<file path="src/rtl/soc_fabric_axi_bridges_consts.vh">
// Operation
// - light bridge window spans 2 MB
// - cores, dma, debug port all issue
// - light bridge fabric data fixed 32 bits
// - 32b address, 4b id, 16 outstanding
// - f2s master on subsystem clock, slave fabric clock
// - every bridge crosses clocks asynchronously
// - hp master on fabric bridge clock
// - fabric supplies light bridge master clock
// - f2s bridge single active-low reset
// - hp bridge single active-low reset
// - light bridge single active-low reset
// - bridges stay reset until software release
// - hp fabric width 32, 64 or 128
// - convert to fixed internal 64-bit path
// - split exclusive access loses exclusive flag
// - merge four 2-byte beats into 64
// - merge two 4-byte beats into 64
// - optional ready latency pipeline stage
// - ready latency zero to four cycles
// - each bridge is slave-master pair
// - f2s fabric slave is 128 bits wide
// - hp bridge fabric space 4 GB
`ifndef SOC_FABRIC_AXI_BRIDGES_CONSTS_VH
`define SOC_FABRIC_AXI_BRIDGES_CONSTS_VH
`define LW_WINDOW_BYTES  33'h0_0020_0000
`define LW_DATA_W        32
`define LW_ADDR_W        32
`define LW_ID_W          4
`define LW_MAX_OUT       5'h10
`define HP_INT_W         64
`define HP_WIDTH_DEF     64
`define F2S_W            128
`define READY_LAT_MAX    4
`define READY_LAT_DEF    0
`define MERGE_BYTES      4'h8
`endif

</file>
<file path="src/rtl/soc_fabric_axi_bridges.v">
`timescale 1ns/1ps
`include "soc_fabric_axi_bridges_consts.vh"
module soc_fabric_axi_bridges #(
  parameter [32:0] LW_BASE   = 33'h0_0000_0000,
  parameter        HP_WIDTH  = `HP_WIDTH_DEF,
  parameter        READY_LAT = `READY_LAT_DEF
) (
  input  wire                 clk,
  input  wire                 rst,
  input  wire                 fabric_to_soc_bridge_reset_n,
  input  wire                 soc_to_fabric_bridge_reset_n,
  input  wire                 light_bridge_reset_n,
  input  wire                 light_bridge_master_clock,
  input  wire                 soc_to_fabric_master_clock,
  input  wire                 fabric_to_soc_slave_clock,
  input  wire                 lw_req_valid,
  output reg                  lw_req_ready,
  input  wire                 lw_req_write,
  input  wire [1:0]           lw_req_source,
  input  wire [31:0]          lw_req_addr,
  input  wire [31:0]          lw_req_wdata,
  input  wire [3:0]           lw_req_id,
  output reg                  lw_rsp_valid,
  output reg  [3:0]           lw_rsp_id,
  output reg  [31:0]          lw_rsp_rdata,
  output reg                  lw_rsp_error,
  output reg                  lw_rsp_write,
  output reg                  lw_fab_valid,
  input  wire                 lw_fab_ready,
  output reg                  lw_fab_write,
  output reg  [31:0]          lw_fab_addr,
  output reg  [31:0]          lw_fab_wdata,
  output reg  [3:0]           lw_fab_id,
  input  wire                 lw_fab_rsp_valid,
  input  wire                 lw_fab_rsp_write,
  input  wire                 lw_fab_rsp_error,
  input  wire [3:0]           lw_fab_rsp_id,
  input  wire [31:0]          lw_fab_rsp_rdata,
  input  wire                 hp_in_valid,
  output reg                  hp_in_ready,
  input  wire [63:0]          hp_in_data,
  input  wire                 hp_in_excl,
  output reg                  hp_out_valid,
  input  wire                 hp_out_ready,
  output reg  [HP_WIDTH-1:0]  hp_out_data,
  output reg                  hp_out_excl,
  input  wire                 hp_nb_valid,
  input  wire [31:0]          hp_nb_data,
  input  wire [3:0]           hp_nb_bytes,
  input  wire                 hp_nb_last,
  output reg                  hp_mrg_valid,
  output reg  [63:0]          hp_mrg_data,
  input  wire                 f2s_fab_valid,
  output reg                  f2s_fab_ready,
  input  wire [127:0]         f2s_fab_data,
  output reg                  f2s_soc_valid,
  input  wire                 f2s_soc_ready,
  output reg  [127:0]         f2s_soc_data
);
  // sample point: falling edge of a link clock, mid-period of fabric signals
  function fall_seen;
    input cur;
    input prev;
    begin
      fall_seen = prev & ~cur;
    end
  endfunction

  // two-stage synchronisers for resets, link clocks and fabric inputs
  reg  [2:0]   rs1_reg, rs2_reg;
  reg  [2:0]   ck1_reg, ck2_reg, ck3_reg;
  reg  [38:0]  lwi1_reg, lwi2_reg;
  reg          lwr1_reg, lwr2_reg;
  reg  [37:0]  hpi1_reg, hpi2_reg;
  reg          hpr1_reg, hpr2_reg;
  reg  [128:0] f2i1_reg, f2i2_reg;
  always @(posedge clk or posedge rst) begin
    if (rst) begin
      rs1_reg  <= 3'h0;
      rs2_reg  <= 3'h0;
      ck1_reg  <= 3'h0;
      ck2_reg  <= 3'h0;
      ck3_reg  <= 3'h0;
      lwi1_reg <= 39'h0;
      lwi2_reg <= 39'h0;
      lwr1_reg <= 1'b0;
      lwr2_reg <= 1'b0;
      hpi1_reg <= 38'h0;
      hpi2_reg <= 38'h0;
      hpr1_reg <= 1'b0;
      hpr2_reg <= 1'b0;
      f2i1_reg <= 129'h0;
      f2i2_reg <= 129'h0;
    end else begin
      rs1_reg  <= {fabric_to_soc_bridge_reset_n, soc_to_fabric_bridge_reset_n,
                   light_bridge_reset_n};
      rs2_reg  <= rs1_reg;
      ck1_reg  <= {fabric_to_soc_slave_clock, soc_to_fabric_master_clock,
                   light_bridge_master_clock};
      ck2_reg  <= ck1_reg;
      ck3_reg  <= ck2_reg;
      lwi1_reg <= {lw_fab_rsp_valid, lw_fab_rsp_write, lw_fab_rsp_error,
                   lw_fab_rsp_id, lw_fab_rsp_rdata};
      lwi2_reg <= lwi1_reg;
      lwr1_reg <= lw_fab_ready;
      lwr2_reg <= lwr1_reg;
      hpi1_reg <= {hp_nb_valid, hp_nb_last, hp_nb_bytes, hp_nb_data};
      hpi2_reg <= hpi1_reg;
      hpr1_reg <= hp_out_ready;
      hpr2_reg <= hpr1_reg;
      f2i1_reg <= {f2s_fab_valid, f2s_fab_data};
      f2i2_reg <= f2i1_reg;
    end
  end

  // bridge held while global reset is high or its own reset line is low
  wire lw_hold  = ~rs2_reg[0];
  wire hp_hold  = ~rs2_reg[1];
  wire f2s_hold = ~rs2_reg[2];
  wire lw_edge  = fall_seen(ck2_reg[0], ck3_reg[0]);
  wire hp_edge  = fall_seen(ck2_reg[1], ck3_reg[1]);
  wire f2s_edge = fall_seen(ck2_reg[2], ck3_reg[2]);

  // light bridge: window decode and outstanding limits
  wire [32:0] lw_off   = {1'b0, lw_req_addr} - LW_BASE;
  wire        lw_inwin = ({1'b0, lw_req_addr} >= LW_BASE) &&
                         (lw_off < `LW_WINDOW_BYTES);
  wire        lw_take  = lw_req_valid & lw_req_ready;
  wire        lw_push  = lw_take & lw_inwin;
  wire        lw_rtake = lw_edge & lwi2_reg[38];
  reg  [4:0]  lw_rd_reg, lw_wr_reg;
  reg  [4:0]  lw_rd_next, lw_wr_next;
  reg         lw_err_reg, lw_err_next;
  reg  [4:0]  lw_err_id_reg;
  reg         lw_err_wr_reg;

  // two-entry buffer between the soc-side slave and the fabric-side master
  reg  [68:0] lw_b0_reg, lw_b1_reg;
  reg  [1:0]  lw_bc_reg, lw_bc_next;
  wire        lw_pop   = lw_edge & (lw_bc_reg != 2'h0) & (~lw_fab_valid | lwr2_reg);
  wire        lw_done  = lw_edge & lw_fab_valid & lwr2_reg;
  wire [68:0] lw_entry = {lw_req_write, lw_req_id, lw_req_addr, lw_req_wdata};

  always @* begin
    lw_bc_next = lw_bc_reg + {1'b0, lw_push} - {1'b0, lw_pop};
    lw_rd_next = lw_rd_reg;
    lw_wr_next = lw_wr_reg;
    if (lw_push & ~lw_req_write)
      lw_rd_next = lw_rd_next + 5'h01;
    if (lw_push & lw_req_write)
      lw_wr_next = lw_wr_next + 5'h01;
    if (lw_rtake & ~lwi2_reg[37])
      lw_rd_next = lw_rd_next - 5'h01;
    if (lw_rtake & lwi2_reg[37])
      lw_wr_next = lw_wr_next - 5'h01;
    lw_err_next = (lw_err_reg & lw_rtake) | (lw_take & ~lw_inwin);
  end

  // soc-side slave of the light bridge
  always @(posedge clk or posedge rst) begin
    if (rst) begin
      lw_req_ready  <= 1'b0;
      lw_rd_reg     <= 5'h00;
      lw_wr_reg     <= 5'h00;
      lw_bc_reg     <= 2'h0;
      lw_b0_reg     <= 69'h0;
      lw_b1_reg     <= 69'h0;
      lw_err_reg    <= 1'b0;
      lw_err_id_reg <= 5'h00;
      lw_err_wr_reg <= 1'b0;
      lw_rsp_valid  <= 1'b0;
      lw_rsp_id     <= 4'h0;
      lw_rsp_rdata  <= 32'h0000_0000;
      lw_rsp_error  <= 1'b0;
      lw_rsp_write  <= 1'b0;
    end else if (lw_hold) begin
      lw_req_ready  <= 1'b0;
      lw_rd_reg     <= 5'h00;
      lw_wr_reg     <= 5'h00;
      lw_bc_reg     <= 2'h0;
      lw_err_reg    <= 1'b0;
      lw_rsp_valid  <= 1'b0;
    end else begin
      lw_rd_reg  <= lw_rd_next;
      lw_wr_reg  <= lw_wr_next;
      lw_bc_reg  <= lw_bc_next;
      lw_err_reg <= lw_err_next;
      // no more than sixteen in flight, reads and writes together
      lw_req_ready <= (lw_bc_next != 2'h2) & ~lw_err_next &
                      ((lw_rd_next + lw_wr_next) < `LW_MAX_OUT);
      if (lw_pop)
        lw_b0_reg <= (lw_bc_reg == 2'h2) ? lw_b1_reg : lw_entry;
      if (lw_push & ((lw_bc_reg == 2'h0 & ~lw_pop) | (lw_bc_reg == 2'h1 & lw_pop)))
        lw_b0_reg <= lw_entry;
      if (lw_push & ((lw_bc_reg == 2'h1 & ~lw_pop) | (lw_bc_reg == 2'h2)))
        lw_b1_reg <= lw_entry;
      if (lw_take & ~lw_inwin) begin
        lw_err_id_reg <= {1'b0, lw_req_id};
        lw_err_wr_reg <= lw_req_write;
      end
      // fabric answers win; an out-of-window error waits one cycle
      lw_rsp_valid <= lw_rtake | lw_err_reg;
      if (lw_rtake) begin
        lw_rsp_write <= lwi2_reg[37];
        lw_rsp_error <= lwi2_reg[36];
        lw_rsp_id    <= lwi2_reg[35:32];
        lw_rsp_rdata <= lwi2_reg[31:0];
      end else if (lw_err_reg) begin
        lw_rsp_write <= lw_err_wr_reg;
        lw_rsp_error <= 1'b1;
        lw_rsp_id    <= lw_err_id_reg[3:0];
        lw_rsp_rdata <= 32'h0000_0000;
      end
    end
  end

  // fabric-side master of the light bridge, 32-bit data fixed
  always @(posedge clk or posedge rst) begin
    if (rst) begin
      lw_fab_valid <= 1'b0;
      lw_fab_write <= 1'b0;
      lw_fab_addr  <= 32'h0000_0000;
      lw_fab_wdata <= 32'h0000_0000;
      lw_fab_id    <= 4'h0;
    end else if (lw_hold) begin
      lw_fab_valid <= 1'b0;
    end else if (lw_pop) begin
      lw_fab_valid <= 1'b1;
      lw_fab_write <= lw_b0_reg[68];
      lw_fab_id    <= lw_b0_reg[67:64];
      lw_fab_addr  <= lw_b0_reg[63:32];
      lw_fab_wdata <= lw_b0_reg[31:0];
    end else if (lw_done) begin
      lw_fab_valid <= 1'b0;
    end
  end

  // hp ready latency: fabric ready seen through 0..4 link-clock stages
  reg  [3:0] hp_rp_reg;
  wire [4:0] hp_rp_all = {hp_rp_reg, hpr2_reg};
  wire       hp_rdy    = hp_rp_all[READY_LAT];
  wire       hp_adv    = hp_edge & (~hp_out_valid | hp_rdy);
  wire       hp_take   = hp_in_valid & hp_in_ready;
  reg  [127:0] hp_acc_reg;
  reg          hp_exc_reg;
  reg  [1:0]   hp_cnt_reg;
  wire         hp_full = (HP_WIDTH == 128) ? (hp_cnt_reg == 2'h2)
                                           : (hp_cnt_reg != 2'h0);

  // hp width converter between internal 64 bits and the fabric width
  always @(posedge clk or posedge rst) begin
    if (rst) begin
      hp_rp_reg    <= 4'h0;
      hp_in_ready  <= 1'b0;
      hp_acc_reg   <= 128'h0;
      hp_exc_reg   <= 1'b0;
      hp_cnt_reg   <= 2'h0;
      hp_out_valid <= 1'b0;
      hp_out_data  <= {HP_WIDTH{1'b0}};
      hp_out_excl  <= 1'b0;
    end else if (hp_hold) begin
      hp_rp_reg    <= 4'h0;
      hp_in_ready  <= 1'b0;
      hp_cnt_reg   <= 2'h0;
      hp_out_valid <= 1'b0;
    end else begin
      if (hp_edge)
        hp_rp_reg <= {hp_rp_reg[2:0], hpr2_reg};
      hp_in_ready <= ~hp_full & ~hp_take;
      if (hp_take) begin
        if (HP_WIDTH == 128 && hp_cnt_reg == 2'h1) begin
          hp_acc_reg[127:64] <= hp_in_data;
          hp_exc_reg         <= hp_exc_reg & hp_in_excl;
          hp_cnt_reg         <= 2'h2;
        end else begin
          hp_acc_reg <= {64'h0, hp_in_data};
          hp_exc_reg <= hp_in_excl;
          hp_cnt_reg <= (HP_WIDTH == 32) ? 2'h2 : 2'h1;
        end
      end
      // a take never coincides with a full buffer; fabric acceptance still lands
      if (hp_adv & hp_full) begin
        hp_out_valid <= 1'b1;
        hp_out_data  <= hp_acc_reg[HP_WIDTH-1:0];
        if (HP_WIDTH == 32) begin
          hp_out_excl <= 1'b0;
          hp_acc_reg  <= {32'h0, hp_acc_reg[127:32]};
          hp_cnt_reg  <= hp_cnt_reg - 2'h1;
        end else begin
          hp_out_excl <= hp_exc_reg;
          hp_cnt_reg  <= 2'h0;
        end
      end else if (hp_adv) begin
        hp_out_valid <= 1'b0;
      end
    end
  end

  // hp narrow-beat merge: 2-byte or 4-byte beats packed into one 64-bit beat
  reg  [63:0] hp_mg_reg;
  reg  [3:0]  hp_mb_reg;
  wire        hp_nb_take = hp_edge & hpi2_reg[37];
  wire [3:0]  hp_mb_sum  = hp_mb_reg + hpi2_reg[35:32];
  wire [63:0] hp_nb_mask = (hpi2_reg[35:32] == 4'h2) ? 64'h0000_0000_0000_ffff
                                                    : 64'h0000_0000_ffff_ffff;
  wire [63:0] hp_nb_word = ({32'h0, hpi2_reg[31:0]} & hp_nb_mask) << {hp_mb_reg, 3'h0};
  always @(posedge clk or posedge rst) begin
    if (rst) begin
      hp_mg_reg    <= 64'h0;
      hp_mb_reg    <= 4'h0;
      hp_mrg_valid <= 1'b0;
      hp_mrg_data  <= 64'h0;
    end else if (hp_hold) begin
      hp_mb_reg    <= 4'h0;
      hp_mrg_valid <= 1'b0;
    end else begin
      hp_mrg_valid <= 1'b0;
      if (hp_nb_take) begin
        if (hp_mb_sum >= `MERGE_BYTES || hpi2_reg[36]) begin
          hp_mrg_valid <= 1'b1;
          hp_mrg_data  <= hp_mg_reg | hp_nb_word;
          hp_mg_reg    <= 64'h0;
          hp_mb_reg    <= 4'h0;
        end else begin
          hp_mg_reg <= hp_mg_reg | hp_nb_word;
          hp_mb_reg <= hp_mb_sum;
        end
      end
    end
  end

  // fabric-to-soc bridge: 128-bit fabric slave, master on the subsystem clock
  wire f2s_take = f2s_edge & f2i2_reg[128] & f2s_fab_ready;
  always @(posedge clk or posedge rst) begin
    if (rst) begin
      f2s_fab_ready <= 1'b0;
      f2s_soc_valid <= 1'b0;
      f2s_soc_data  <= 128'h0;
    end else if (f2s_hold) begin
      f2s_fab_ready <= 1'b0;
      f2s_soc_valid <= 1'b0;
    end else begin
      if (f2s_take) begin
        f2s_soc_valid <= 1'b1;
        f2s_soc_data  <= f2i2_reg[127:0];
      end else if (f2s_soc_valid & f2s_soc_ready) begin
        f2s_soc_valid <= 1'b0;
      end
      if (f2s_edge)
        f2s_fab_ready <= ~f2s_soc_valid & ~f2s_take;
    end
  end

endmodule

</file>
<file path="config.mk">
export PLATFORM = sky130hd
export DESIGN_NAME = soc_fabric_axi_bridges
export DESIGN_NICKNAME = d
export VERILOG_FILES = /design/src/rtl/soc_fabric_axi_bridges.v
export VERILOG_INCLUDE_DIRS = /design/src /design/src/rtl
export SDC_FILE = /design/constraint.sdc
export NUM_CORES = 2
export LEC_CHECK = 0
export ABC_AREA = 1
export ABC_CLOCK_PERIOD_IN_PS = 48200
export BUFFER_PORTS_ARGS = -buffer_cell sky130_fd_sc_hd__buf_2
export CAP_MARGIN = 25
export CELL_PAD_IN_SITES_DETAIL_PLACEMENT = 0
export CELL_PAD_IN_SITES_GLOBAL_PLACEMENT = 1
export CORE_ASPECT_RATIO = 0.75
export CORE_MARGIN = 1
export CORE_UTILIZATION = 45
export CTS_BUF_LIST = sky130_fd_sc_hd__clkbuf_8
export CTS_CLUSTER_DIAMETER = 120
export DETAILED_ROUTE_END_ITERATION = 16
export PLACE_DENSITY = 0.84
export REMOVE_ABC_BUFFERS = 1
export SLEW_MARGIN = 20
export SYNTH_ARGS = -nofsm -noshare
export SYNTH_HDL_FRONTEND = slang
export SYNTH_SLANG_ARGS = --single-unit
</file>
<file path="constraint.sdc">
create_clock -name clk -period 48.2 [get_ports clk]
set_input_delay 9.64 -clock clk [delete_from_list [all_inputs] [get_ports clk]]
set_output_delay 9.64 -clock clk [all_outputs]
set_load 0.02 [all_outputs]
</file>
==> flow_summary.json <==
{
  "status": "finished clean",
  "p_per_area_mw_per_mm2": 44.0,
  "synthDistinctLibCells": 49,
  "cts_setup_buffers": 0,
  "ant_nets": 0,
  "worst_path_most_repeated_cell": "buf_4",
  "fillCellCount": 7410,
  "cp_max_fo": 121,
  "crit_chain": "buf_2, inv_8, buf_4, buf_4, buf_4, buf_4, buf_4, buf_16",
  "whs_path_depth": 0,
  "netlist_top_cells_count": "1093 x dfrtp_1, 922 x nand2_1, 469 x o21ai_0",
  "setup_viol": 0,
  "cts.clk_slew.worst_paths_ns": 0.06,
  "r2r_setup_slack_ns": 44.58,
  "yosys_warnings": 0,
  "synth_area_mm2": 0.0383,
  "fp.dieH_um": 255,
  "dp_hpwl_um": 60200,
  "drt_first_pass_iters": 7,
  "clockBufferDepth": 3,
  "finish.utilization": 0.550,
  "synth_edf_count": 0,
  "synth_top_area_frac": 0.714,
  "synth_seq_area_share": 0.714,
  "area_delta_synth_final_pct": 20.8,
  "dr.first_iter.drc_count": 1473,
  "multi_input_area_mm2": 0.00892,
  "syn_inst": 3514,
  "die_width_um": 339,
  "grt_pass1_wl_um": 140000,
  "hold_ws_ns": 0.326,
  "synth_area_leaders": "dfrtp_1 71%, nand2_1 9.0%, o21ai_0 6.1%",
  "clkSinkCount": 1093,
  "worstSetupPathType": "primary input to asynchronous set/reset pin",
  "critPathBufInv": 8,
  "vias_per_cell": 4.71,
  "ios": 727,
  "avgSynthCellArea_um2": 10.9,
  "wl_per_cell_um": 16.4,
  "vdd_drop_max_v": 0.0000302,
  "drc": 0,
  "crit_required_ns": 49.16,
  "worst_pin_slew_ns": 1.01,
  "grt_start_max_net_pins": 159,
  "hp-class": "register to register",
  "grt_pass1_vias": 25159,
  "critical_path.top_delay_family": "buffers and inverters",
  "grt_util_met2": 0.325,
  "synth_most_common_cell": "dfrtp_1",
  "antenna_found_initial": 35,
  "dieArea_mm2": 0.0864,
  "routed_wl_um": 90600,
  "drive_above_1_share": 0.241,
  "ys.flop_type": "dfrtp_1",
  "coreArea_mm2": 0.0841,
  "finClkSkew_ns": 0.0415,
  "vias": 26062,
  "cp_data_arrival_time_ns": 14.26,
  "rsz0062_at_grt": "no",
  "max_cap_viol_count": 0,
  "period_minus_slack_ns": 13.30,
  "register_area_mm2": 0.0274,
  "crit_cells": 8,
  "grt.total_usage": 0.208,
  "portBuffers": 724,
  "slowest_stage": "buf_4",
  "h-tree-depth": 4,
  "ys_ff_latch": 1093,
  "finalWeightedCongestion": 0.822,
  "clock_latency_ns": 0.80,
  "finalHoldViolCount": 0,
  "root_buffer": "clkbuf_8",
  "synthArstFlopShare": 1.00,
  "final_nets": 4633,
  "slew_headroom": 0.326,
  "fmax_ghz": 0.0752,
  "fin_crit_sh": 0.276,
  "grt_overflow": 0,
  "initial_utilization": 0.456,
  "slowest_delay_ns": 0.82,
  "reg2regPathDepth": 12,
  "grt_most_used_layer": "met2",
  "rows": 92,
  "dpl-instance-area_mm2": 0.0429,
  "grtUsageMet1": 0.267,
  "start_kind": "primary input",
  "globalRouteMet3Util": 0.0742,
  "cts-resized-gates": 0,
  "cts_buffers": 162,
  "end_kind": "asynchronous set/reset pin",
  "hold_buffers": 0,
  "drv_slew": 0,
  "final_cell_area_mm2": 0.0463,
  "p_leak_uw": 0.0244,
  "cts_tree": "yes",
  "yosysTopAreaCell": "dfrtp_1",
  "setup-tns-final_ns": 0
}
-- kinds of logic after synthesis --
logic type | synth area share
multiplexers | 0.00118
AO/OA/AOI/OAI | 0.105
buffers and inverters | 0.0553
AND/OR/NAND/NOR | 0.118
XOR/XNOR | 0.00297
flip-flops | 0.714
adder cells (fa/ha/maj) | 0.00444
-- power breakdown --
part           total, uW  internal (uW)  switching [uW]
combinational        258           83.1             175
sequential          1040           1000            39.1
clock                737            383             353
total               2040           1470             568
-- routing by layer --
metal,share of wire,vias up
met5,0.0018,-
met1,0.42,12457
met4,0.032,28
met2,0.47,728
met3,0.077,214
li1,-,12635
-- layout by cell type, fill, tap and decap left out, types with 3 or more instances in the layout --
cell type / instances
a21oi_1: 88
nor2_2: 5
buf_2: 724
buf_4: 25
xor2_1: 8
nor2_4: 5
nand3_4: 3
nand2_4: 4
a221oi_1: 8
inv_2: 9
a31oi_1: 21
nor2_1: 145
ha_1: 12
o21a_1: 3
inv_1: 419
xnor2_1: 5
inv_8: 6
a211oi_2: 30
clkbuf_8: 197
nand2_1: 919
dfrtp_1: 1092
buf_16: 4
a22o_1: 32
o21ai_1: 17
diode_2: 20
mux2_2: 4
nand3_1: 47
clkinv_2: 8
nand2_2: 9
inv_12: 3
o211ai_1: 22
o21ai_0: 469
-- worst paths after layout --
check / start / endpoint
worst max-delay path: rst / hp_out_data[24]$_DFFE_PP0P_
worst max register to register: hp_mb_reg[2]$_DFFE_PP0P_ / hp_mrg_data[35]$_DFFE_PP0P_
max in group clk: lw_req_addr[26] / lw_req_ready$_DFF_PP0_
worst min register to register: lwr1_reg$_DFF_PP0_ / lwr2_reg$_DFF_PP0_
min in group asynchronous: rst / f2i2_reg[65]$_DFF_PP0_
worst min-delay path: lwr1_reg$_DFF_PP0_ / lwr2_reg$_DFF_PP0_
-- layout make-up --
class                   count  share of cell area
multi-input cells        1880               0.193
repair buffers            756              0.0856
inverters                 372              0.0304
well taps                1128              0.0305
diodes                     20             0.00108
flip-flops and latches   1093               0.590
clock buffers             197              0.0585
clock inverters            84              0.0108
-- metrics by stage --
| step | total power, uW | cells | setup WS, ns |
|---|---|---|---|
| 6_report | 2040 | 5530 | 34.90 |
| 5_1_grt | 2140 | 5525 | 34.13 |
| 4_1_cts | 2060 | 5506 | 34.33 |
| 3_5_place_dp | 1320 | 5225 | 33.45 |
| 3_3_place_gp | 1310 | 5225 | 33.49 |
| 2_1_floorplan | 1210 | 3345 | 7.79 |
Power figures use the tool's default switching activity.
